`config.mk`:
```
export PLATFORM = sky130hd
export DESIGN_NAME = qsm_mapper
export DESIGN_NICKNAME = d
export VERILOG_FILES = /design/src/qsm_pkg.sv /design/src/qsm_mapper.sv
export SDC_FILE = /design/constraint.sdc
export NUM_CORES = 2
export LEC_CHECK = 0
export BUFFER_PORTS_ARGS = -buffer_cell sky130_fd_sc_hd__buf_4
export CAP_MARGIN = 20
export CELL_PAD_IN_SITES_DETAIL_PLACEMENT = 0
export CELL_PAD_IN_SITES_GLOBAL_PLACEMENT = 2
export CORE_UTILIZATION = 42
export DETAILED_ROUTE_END_ITERATION = 10
export PLACE_DENSITY = 0.93
export SYNTH_ARGS = -nofsm -noshare
export SYNTH_HDL_FRONTEND = slang
export SYNTH_SLANG_ARGS = --single-unit
```
`constraint.sdc`:
```
create_clock -name clk_i -period 11.45 [get_ports clk_i]
set_input_delay 1.7175 -clock clk_i [delete_from_list [all_inputs] [get_ports clk_i]]
set_output_delay 1.7175 -clock clk_i [all_outputs]
set_load 0.01 [all_outputs]
```
`src/qsm_pkg.sv`:
```
// Constants, register map and shared decoders for the QAM symbol mapper
////////////////////////////////////////////////////////////////////////////////
// Behaviour
// - Office side: network clock, else local 50 ppm
// - Remote side: loop timing from chosen downstream carrier
// - Remote loses receive clock: local clock, activate
// - Emit one I and Q pair per symbol
// - Input is serial bits, MSB first
// - M consecutive bits form one symbol
// - Quadrant is differential against previous symbol
// - M=1: one toggles first and third quadrants
// - 00 keep, 10 ccw, 01 cw, 11 opposite
// - Square: cumulative XOR magnitudes, trailing one
// - Cross: eight sections chosen by b3 b4 b5
// - Cross: cumulative inner position, then section mirroring
// - Other quadrants rotate first quadrant counter-clockwise
// - Component levels are exact odd integers
// - Identical shaping filters, cosine and sine mixing
// - Output is I product minus Q product
// - Symbol rate is integer multiple of base
// - Carrier is integer multiple of half base
// - Symbol and carrier share one phase reference
////////////////////////////////////////////////////////////////////////////////
package qsm_pkg;

  // Wishbone register byte offsets
  localparam logic [3:0] REG_CTRL   = 4'h0;
  localparam logic [3:0] REG_RATE   = 4'h4;
  localparam logic [3:0] REG_STATUS = 4'h8;
  localparam logic [3:0] REG_SYMBOL = 4'hc;

  // Field positions
  localparam int CTRL_EN_BIT     = 0;
  localparam int CTRL_REMOTE_BIT = 1;
  localparam int CTRL_RXSEL_BIT  = 2;
  localparam int CTRL_M_LSB      = 4;
  localparam int STAT_UNDER_BIT  = 4;
  localparam int STAT_ACT_BIT    = 5;

  // Reset values
  localparam logic [31:0] CTRL_RST = 32'h0000_0040;
  localparam logic [31:0] RATE_RST = 32'h0040_0040;

  // Timing reference
  localparam longint CLK_HZ        = 100_000_000;
  localparam longint HALF_BASE_HZ  = 16_875;
  localparam int     LOCAL_PPM_MAX = 50;
  localparam logic [31:0] HALF_BASE_INC =
    32'(((64'd1 << 32) * HALF_BASE_HZ) / CLK_HZ);

  localparam int MAX_M   = 12;
  localparam int LVL_W   = 8;
  localparam logic [1:0] QUAD_FIRST = 2'h0;

  typedef enum {SRC_NET, SRC_LOCAL, SRC_RX1, SRC_RX2} qsm_src_t;

  // Sixteen-phase sine, amplitude 127
  function automatic logic signed [7:0] qsm_sine(input logic [3:0] ph);
    case (ph)
      4'h0, 4'h8: qsm_sine = 8'sh00;
      4'h1, 4'h7: qsm_sine = 8'sh31;
      4'h2, 4'h6: qsm_sine = 8'sh5a;
      4'h3, 4'h5: qsm_sine = 8'sh75;
      4'h4:       qsm_sine = 8'sh7f;
      4'h9, 4'hf: qsm_sine = -8'sh31;
      4'ha, 4'he: qsm_sine = -8'sh5a;
      4'hb, 4'hd: qsm_sine = -8'sh75;
      default:    qsm_sine = -8'sh7f;
    endcase
  endfunction : qsm_sine

  // Cross section: {col[1:0], row[1:0], mirror_h, mirror_v}
  function automatic logic [5:0] qsm_section(input logic [2:0] code);
    case (code)
      3'h0:    qsm_section = 6'b00_00_0_0;
      3'h1:    qsm_section = 6'b01_00_1_0;
      3'h2:    qsm_section = 6'b00_01_0_1;
      3'h3:    qsm_section = 6'b01_01_1_1;
      3'h4:    qsm_section = 6'b10_00_0_0;
      3'h5:    qsm_section = 6'b00_10_0_0;
      3'h6:    qsm_section = 6'b10_01_0_1;
      default: qsm_section = 6'b01_10_1_0;
    endcase
  endfunction : qsm_section

endpackage : qsm_pkg

```
`src/qsm_mapper.sv`:
```
// Transmit clock source selection, QAM symbol mapper and modulator
//
// Design decisions made here: the register offsets and the Wishbone slave port.
`timescale 1ns/10ps
module qsm_mapper
  import qsm_pkg::*;
(
  // Clock and reset
  input  wire logic                     clk_i,
  input  wire logic                     rst_i,
  // Wishbone slave
  input  wire logic                     wb_cyc_i,
  input  wire logic                     wb_stb_i,
  input  wire logic                     wb_we_i,
  input  wire logic [3:0]               wb_adr_i,
  input  wire logic [3:0]               wb_sel_i,
  input  wire logic [31:0]              wb_dat_i,
  output logic      [31:0]              wb_dat_o,
  output logic                          wb_ack_o,
  // Clock source status
  input  wire logic                     net_clk_ok_i,
  input  wire logic                     rx_clk_ok_i,
  input  wire logic                     link_up_i,
  output logic      [1:0]               tx_clk_sel_o,
  output logic                          activate_o,
  // Serial bit input
  input  wire logic                     bit_i,
  input  wire logic                     bit_valid_i,
  output logic                          bit_ready_o,
  // Symbol and line sample outputs
  output logic signed [LVL_W-1:0]       sym_i_o,
  output logic signed [LVL_W-1:0]       sym_q_o,
  output logic                          sym_valid_o,
  output logic signed [19:0]            tx_sample_o
);

  ////////////////////////////////////////////////////////////////////////////
  // Registers
  logic [31:0]             ctrl_r;
  logic [31:0]             rate_r;
  logic                    under_r;
  logic                    ack_r;
  logic [31:0]             rdat_r;
  logic                    wr_stb;
  logic [3:0]              m_val;
  logic [15:0]             sym_mult;
  logic [15:0]             car_mult;

  assign wr_stb   = wb_cyc_i && wb_stb_i && wb_we_i && !ack_r;
  assign m_val    = ctrl_r[CTRL_M_LSB +: 4];
  assign sym_mult = rate_r[15:0];
  assign car_mult = rate_r[31:16];

  function automatic logic [31:0] merge(input logic [31:0] old, input logic [31:0] nw,
                                        input logic [3:0] sel);
    logic [31:0] res;
    res = old;
    for (int b = 0; b < 4; b++)
      if (sel[b])
        res[8*b +: 8] = nw[8*b +: 8];
    merge = res;
  endfunction : merge

  always_ff @(posedge clk_i)
  begin
    if (rst_i)
    begin
      ctrl_r <= CTRL_RST;
      rate_r <= RATE_RST;
    end
    else if (wr_stb && wb_adr_i == REG_CTRL)
      ctrl_r <= merge(ctrl_r, wb_dat_i, wb_sel_i);
    else if (wr_stb && wb_adr_i == REG_RATE)
      rate_r <= merge(rate_r, wb_dat_i, wb_sel_i);
  end

  // Ack one cycle after the request, dropped the cycle after
  always_ff @(posedge clk_i)
  begin
    if (rst_i)
      ack_r <= 1'b0;
    else
      ack_r <= wb_cyc_i && wb_stb_i && !ack_r;
  end

  logic [1:0] quad_r;
  logic [1:0] src_r;
  logic       act_r;
  logic signed [LVL_W-1:0] si_r;
  logic signed [LVL_W-1:0] sq_r;

  always_ff @(posedge clk_i)
  begin
    if (rst_i)
      rdat_r <= 32'h0;
    else
      case (wb_adr_i)
        REG_CTRL:   rdat_r <= ctrl_r;
        REG_RATE:   rdat_r <= rate_r;
        REG_STATUS: rdat_r <= {26'h0, act_r, under_r, quad_r, src_r};
        REG_SYMBOL: rdat_r <= {16'h0, sq_r, si_r};
        default:    rdat_r <= 32'h0;
      endcase
  end

  assign wb_ack_o = ack_r;
  assign wb_dat_o = rdat_r;

  ////////////////////////////////////////////////////////////////////////////
  // Transmit clock source
  qsm_src_t src_nxt;

  always_comb
  begin
    if (!ctrl_r[CTRL_REMOTE_BIT])
      src_nxt = net_clk_ok_i ? SRC_NET : SRC_LOCAL;
    else if (rx_clk_ok_i)
      src_nxt = ctrl_r[CTRL_RXSEL_BIT] ? SRC_RX2 : SRC_RX1;
    else
      src_nxt = SRC_LOCAL;
  end

  always_ff @(posedge clk_i)
  begin
    if (rst_i)
    begin
      src_r <= 2'(SRC_LOCAL);
      act_r <= 1'b0;
    end
    else
    begin
      src_r <= 2'(src_nxt);
      // Link activation only when the loop clock drops in steady state
      act_r <= ctrl_r[CTRL_REMOTE_BIT] && !rx_clk_ok_i && (link_up_i || act_r);
    end
  end

  assign tx_clk_sel_o = src_r;
  assign activate_o   = act_r;

  ////////////////////////////////////////////////////////////////////////////
  // One phase reference for symbol and carrier timing
  logic [31:0] sym_acc_r;
  logic [31:0] car_acc_r;
  logic [32:0] sym_sum;
  logic        sym_tick;

  // Both increments scale the same half-base step, so their ratio stays exact
  assign sym_sum  = {1'b0, sym_acc_r} + {1'b0, 32'(sym_mult * HALF_BASE_INC * 2)};
  assign sym_tick = sym_sum[32] && ctrl_r[CTRL_EN_BIT];

  always_ff @(posedge clk_i)
  begin
    if (rst_i || !ctrl_r[CTRL_EN_BIT])
    begin
      sym_acc_r <= 32'h0;
      car_acc_r <= 32'h0;
    end
    else
    begin
      sym_acc_r <= sym_sum[31:0];
      car_acc_r <= car_acc_r + 32'(car_mult * HALF_BASE_INC);
    end
  end

  ////////////////////////////////////////////////////////////////////////////
  // Bit collection
  logic [MAX_M-1:0] grp_r;
  logic [3:0]       cnt_r;
  logic [3:0]       cnt_nxt;
  logic             rdy_r;
  logic             take;

  assign take = bit_valid_i && rdy_r;

  always_comb
  begin
    cnt_nxt = cnt_r;
    if (sym_tick && cnt_r == m_val)
      cnt_nxt = 4'h0;
    else if (take)
      cnt_nxt = cnt_r + 4'h1;
  end

  always_ff @(posedge clk_i)
  begin
    if (rst_i)
    begin
      grp_r <= '0;
      cnt_r <= 4'h0;
      rdy_r <= 1'b0;
    end
    else
    begin
      if (take)
        grp_r <= {grp_r[MAX_M-2:0], bit_i};
      cnt_r <= cnt_nxt;
      rdy_r <= cnt_nxt < m_val;
    end
  end

  assign bit_ready_o = rdy_r;

  ////////////////////////////////////////////////////////////////////////////
  // Constellation mapping
  function automatic logic gbit(input logic [MAX_M-1:0] g, input int m, input int n);
    gbit = g[m - n];
  endfunction : gbit

  // Cumulative XOR run of len bits from bit first, then a trailing one
  function automatic logic [7:0] cum(input logic [MAX_M-1:0] g, input int m, input int first,
                                     input int len);
    logic [7:0] v;
    logic       a;
    v = 8'h0;
    a = 1'b0;
    for (int i = 0; i < 6; i++)
      if (i < len)
      begin
        a = a ^ gbit(g, m, first + i);
        v = {v[6:0], a};
      end
    cum = {v[6:0], 1'b1};
  endfunction : cum

  function automatic logic [15:0] map_q1(input logic [MAX_M-1:0] g, input int m);
    logic [5:0] sec;
    logic [7:0] x;
    logic [7:0] y;
    logic [7:0] span;
    int         n;
    x   = 8'h1;
    y   = 8'h1;
    sec = 6'h0;
    n   = (m - 5) / 2;
    if (m == 3)
    begin
      x = gbit(g, m, 3) ? 8'h3 : 8'h1;
      y = gbit(g, m, 3) ? 8'h3 : 8'h1;
    end
    else if (m >= 4 && m[0] == 1'b0)
    begin
      x = cum(g, m, 3, m / 2 - 1);
      y = cum(g, m, m / 2 + 2, m / 2 - 1);
    end
    else if (m >= 5)
    begin
      sec  = qsm_section({gbit(g, m, 3), gbit(g, m, 4), gbit(g, m, 5)});
      span = 8'(2 << n);
      x    = cum(g, m, 6, n);
      y    = cum(g, m, 6 + n, n);
      if (sec[1])
        x = span - x;
      if (sec[0])
        y = span - y;
      x = x + 8'(sec[5:4] * span);
      y = y + 8'(sec[3:2] * span);
    end
    map_q1 = {x, y};
  endfunction : map_q1

  logic [1:0]  quad_nxt;
  logic [15:0] q1;
  logic signed [LVL_W-1:0] xi;
  logic signed [LVL_W-1:0] yq;
  logic signed [LVL_W-1:0] i_nxt;
  logic signed [LVL_W-1:0] q_nxt;
  logic [1:0]  b12;

  assign b12 = {gbit(grp_r, 32'(m_val), 1), gbit(grp_r, 32'(m_val), 2)};
  assign q1  = map_q1(grp_r, 32'(m_val));
  assign xi  = $signed(q1[15:8]);
  assign yq  = $signed(q1[7:0]);

  always_comb
  begin
    if (m_val == 4'h1)
      quad_nxt = gbit(grp_r, 1, 1) ? quad_r + 2'h2 : quad_r;
    else
      case (b12)
        2'b10:   quad_nxt = quad_r + 2'h1;
        2'b01:   quad_nxt = quad_r - 2'h1;
        2'b11:   quad_nxt = quad_r + 2'h2;
        default: quad_nxt = quad_r;
      endcase
    case (quad_nxt)
      2'h1:    begin i_nxt = -yq; q_nxt = xi;  end
      2'h2:    begin i_nxt = -xi; q_nxt = -yq; end
      2'h3:    begin i_nxt = yq;  q_nxt = -xi; end
      default: begin i_nxt = xi;  q_nxt = yq;  end
    endcase
  end

  logic sym_ok;
  logic vld_r;
  assign sym_ok = sym_tick && cnt_r == m_val && m_val != 4'h0;

  always_ff @(posedge clk_i)
  begin
    if (rst_i)
    begin
      quad_r  <= QUAD_FIRST;
      si_r    <= '0;
      sq_r    <= '0;
      vld_r   <= 1'b0;
      under_r <= 1'b0;
    end
    else
    begin
      vld_r <= sym_ok;
      if (sym_ok)
      begin
        quad_r <= quad_nxt;
        si_r   <= i_nxt;
        sq_r   <= q_nxt;
      end
      else if (sym_tick)
      begin
        // Starved symbol slot zeroes the symbol outputs but not the filter history, and keeps the quadrant reference
        si_r <= '0;
        sq_r <= '0;
      end
      // Set wins over a write-one clear in the same cycle
      if (sym_tick && !sym_ok)
        under_r <= 1'b1;
      else if (wr_stb && wb_adr_i == REG_STATUS && wb_sel_i[0] && wb_dat_i[STAT_UNDER_BIT])
        under_r <= 1'b0;
    end
  end

  assign sym_i_o     = si_r;
  assign sym_q_o     = sq_r;
  assign sym_valid_o = vld_r;

  ////////////////////////////////////////////////////////////////////////////
  // Shaping filters and mixer
  logic signed [LVL_W-1:0] hist_r [2][3];
  logic signed [10:0]      filt   [2];
  logic signed [19:0]      mix    [2];
  logic signed [19:0]      out_r;
  logic [3:0]              ph;

  assign ph = car_acc_r[31:28];

  genvar p;
  generate
    for (p = 0; p < 2; p++)
    begin : g_path
      always_ff @(posedge clk_i)
      begin
        if (rst_i)
          hist_r[p] <= '{default: '0};
        else if (vld_r)
          hist_r[p] <= '{(p == 0) ? si_r : sq_r, hist_r[p][0], hist_r[p][1]};
      end
      assign filt[p] = 11'(hist_r[p][0]) + (11'(hist_r[p][1]) <<< 1) + 11'(hist_r[p][2]);
    end
  endgenerate

  // Widen before multiplying so the product keeps its top bits
  assign mix[0] = 20'(filt[0]) * 20'(qsm_sine(ph + 4'h4));
  assign mix[1] = 20'(filt[1]) * 20'(qsm_sine(ph));

  always_ff @(posedge clk_i)
  begin
    if (rst_i)
      out_r <= '0;
    else
      out_r <= mix[0] - mix[1];
  end

  assign tx_sample_o = out_r;
endmodule : qsm_mapper

```
==> results.py <==
metrics = {
    "status": {
        "status": "finished clean",
    },
    "die": {
        "dieArea_sq_um": 85000,
        "die_y_um": 292,
        "initial_core_util": 0.427,
        "num_rows": 105,
        "fp.dieW_um": 292,
        "core_sq_um": 82500,
        "ios": 124,
    },
    "cells_and_area": {
        "n_fill_cell": 7940,
        "syn_to_final_growth_pct": 9.35,
        "multi_input_area_sq_um": 26800,
        "nNetsFinal": 4776,
        "diodes": 0,
        "regArea_sq_um": 5900,
        "layout-drive-gt1-share": 0.0769,
    },
    "sta": {
        "relSlewSlack": 0.313,
        "hold-worst-slack_ps": 441,
        "worstMarginPinSlew_ps": 1030,
        "period_share": 0.783,
        "hold_violations": 0,
        "setup_viol": 0,
        "period_minus_slack_ps": 8970,
        "rsz0062_at_grt": "no",
        "maxSlewViolCount": 0,
        "clock_skew_ps": 37.7,
        "clock.fmax_mhz": 111,
        "setup_tns_ps": 0,
    },
    "detailed_routing": {
        "antenna_left": 0,
        "via_count": 25900,
        "drt_wl_total_um": 89900,
        "wl_per_cell_um": 18.3,
        "dr.pass1.iters": 6,
        "drcViolationCount": 0,
        "vias_per_cell": 5.29,
        "first_iter_violations": 1528,
    },
    "min_path": {
        "min_path_cells": 1,
        "hp-class": "flop to flop",
        "min-delay-start": "wb_ack_o",
        "hold_end": "wb_ack_o",
    },
    "global_route": {
        "grt_max_degree": 59,
        "antenna_found_initial": 0,
        "grt_pass1_wl_um": 145000,
        "grt_pass1_vias": 26400,
        "grt_usage": 0.216,
        "grt_overflow": 0,
    },
    "clock_network": {
        "cts_root_buffer": "clkbuf_16",
        "htreeDepth": 2,
        "cts_resized": 0,
        "post_cts_buffers": 0,
        "ctsHoldBuffers": 0,
        "cts-buffers-inserted": 35,
        "worstSkewPairLatency_ps": 600,
        "clkTransAtPathRegs_ps": 60,
        "cts_tree": "done",
        "clockBufferDepth": 3,
        "clock-sinks": 272,
    },
    "synth": {
        "synth-compound-area-share": 0.107,
        "yosys.area.top_type_share": 0.251,
        "synth-edff-count": 45,
        "ys_types": 86,
        "synthCells": 3745,
        "post_synth_xor_area_fraction": 0.0563,
        "ys_ff_latch": 272,
        "synth_area_sq_um": 35200,
        "synthAdderAreaFrac": 0.420,
        "avgSynthCellArea_sq_um": 9.40,
        "synth_top_area_cell": "fa_1",
        "synth.most_common_cell": "inv_1",
        "synth_flop_cell": "dfxtp_1",
        "syn_nets": 4713,
        "muxShareOfSynthArea": 0.0440,
        "synth_top_family_by_area": "adder cells",
        "synthTopCellsByArea": "fa_1, ha_1, dfxtp_1, inv_1, edfxtp_1",
        "async_reset_ff_frac": 0,
        "synth_commonest_cells": "inv_1, ha_1, fa_1, nand2_1, a21oi_1",
        "seq_area_frac_synth": 0.167,
        "yosys.area_share.simple": 0.133,
        "synth_warnings": 0,
    },
    "worst_setup_path": {
        "cpMaxStageDelayCell": "xor3_1",
        "crit_buf_inv": 5,
        "criticalPathCategory": "flop to flop",
        "end_kind": "flop",
        "r2r-end": "sym_i_o[7]",
        "r2r_start": "ctrl_r[5]",
        "cp_num_cells": 38,
        "critPathTopFamily": "adder cells",
        "cp_slowest_stage_delay_ps": 570,
        "arrival_ps": 9420,
        "cp_data_required_time_ps": 11900,
        "startpoint_type": "flop",
        "path_max_fanout": 13,
        "reg2reg_setup_slack_ps": 2480,
        "worstRegToRegCells": 38,
    },
    "power_and_ir_drop": {
        "power_density_nw_per_um2": 262,
        "power_switching_w": 0.00491,
        "internal_power_w": 0.00519,
        "p_clk_frac": 0.121,
        "p_leak_nw": 18.6,
        "p_comb_frac": 0.770,
        "total_power_w": 0.0101,
        "p_seq_frac": 0.109,
        "ir_worst_vdd_uv": 903,
        "switching_share": 0.486,
    },
    "placement": {
        "dp_hpwl_um": 72900,
        "port_buffers": 123,
        "gp_congestion": 0.907,
    },
    "job": {
        "maxCapViolations": 0,
    },
}
==> worst max-delay path by stage <==
stage / start / to / slack (ps)
final: ctrl_r[5] / sym_i_o[7] / 2480
after detailed placement: ctrl_r[5] / sym_q_o[7] / 2570
after global routing: ctrl_r[5] / sym_q_o[7] / 1730
after CTS: ctrl_r[5] / sym_q_o[7] / 2500
after global placement: ctrl_r[5] / sym_q_o[7] / 2750
after floorplan: ctrl_r[5] / sym_q_o[7] / 2720
==> power groups by stage <==
stage | registers, W | logic, W | clock network [W]
2_1_floorplan | 0.00113 | 0.00595 | 0
3_3_place_gp | 0.00113 | 0.00774 | 0
3_5_place_dp | 0.00113 | 0.00781 | 0
4_1_cts | 0.00111 | 0.00787 | 0.00126
5_1_grt | 0.00111 | 0.00893 | 0.00129
6_report | 0.00110 | 0.00777 | 0.00122
==> logic make-up (layout without fill, tap and decap cells) <==
kind of cell,Yosys count,in the layout
fa+ha+maj,918,918
buf+inv,673,762
simple gates,977,977
xor+xnor,210,210
compound gates,590,590
mux,105,105
flops,272,272
==> final cells by class <==
type	count	share of cell area
Sequential cell	272	0.153
Clock inverter	17	0.00735
Timing Repair Buffer	149	0.0291
Tap cell	1070	0.0348
Multi-Input combinational cell	2800	0.696
Inverter	550	0.0536
Clock buffer	46	0.0256
==> flip-flops by register name, summed over array words and instances, names as in the netlist, 2 cells and up, named ones only <==
register      flops
ctrl_r           32
sym_q_o           7
tx_sample_o      20
car_acc_r        32
quad_r            2
hist_r           45
rate_r           32
cnt_r             4
tx_clk_sel_o      2
sym_i_o           8
wb_dat_o         32
grp_r            12
sym_acc_r        31
==> metrics by stage <==
stage                      util  instances  cell area (sq um)  worst slack [ps]
after floorplan               -       3745              35200              2720
after global placement    0.451       4838              37200              2750
after detailed placement  0.451       4839              37200              2570
after CTS                 0.466       4902              38500              2500
after global routing      0.467       4904              38500              1730
final                     0.467       4904              38500              2480
==> cells in the final DEF, fill, tap and decap left out, types with 7 or more instances in the layout <==
master / count
nand2b_1: 25
or3_1: 12
clkbuf_8: 7
ha_1: 477
nand4_1: 9
nor4_1: 9
nand2_1: 311
mux2_2: 7
o21ai_1: 9
nand3b_1: 9
a211oi_1: 9
nor3b_1: 10
a21boi_0: 8
mux4_2: 39
xnor2_1: 143
nor4b_1: 7
o21ai_0: 72
o31ai_1: 12
a31oi_1: 22
dfxtp_1: 227
buf_4: 147
nor2b_1: 28
or2_2: 17
mux2i_1: 57
o21a_1: 25
nor3_1: 45
inv_1: 547
and2_1: 143
a21oi_1: 233
xor2_1: 56
edfxtp_1: 45
o21bai_1: 26
clkbuf_16: 35
fa_1: 441
a21o_1: 51
a22oi_1: 40
and3_1: 10
nor2_1: 230
o211ai_1: 11
nand3_1: 86
==> layer usage <==
metal,track usage,part of all wire,up-vias
met3,0.0327,0.053,118
met2,0.342,0.45,574
li1,-,-,12500
met4,0.0652,0.028,0
met1,0.303,0.47,12700
met5,0,0,-
No activity file was read; power rests on OpenSTA's default activity.
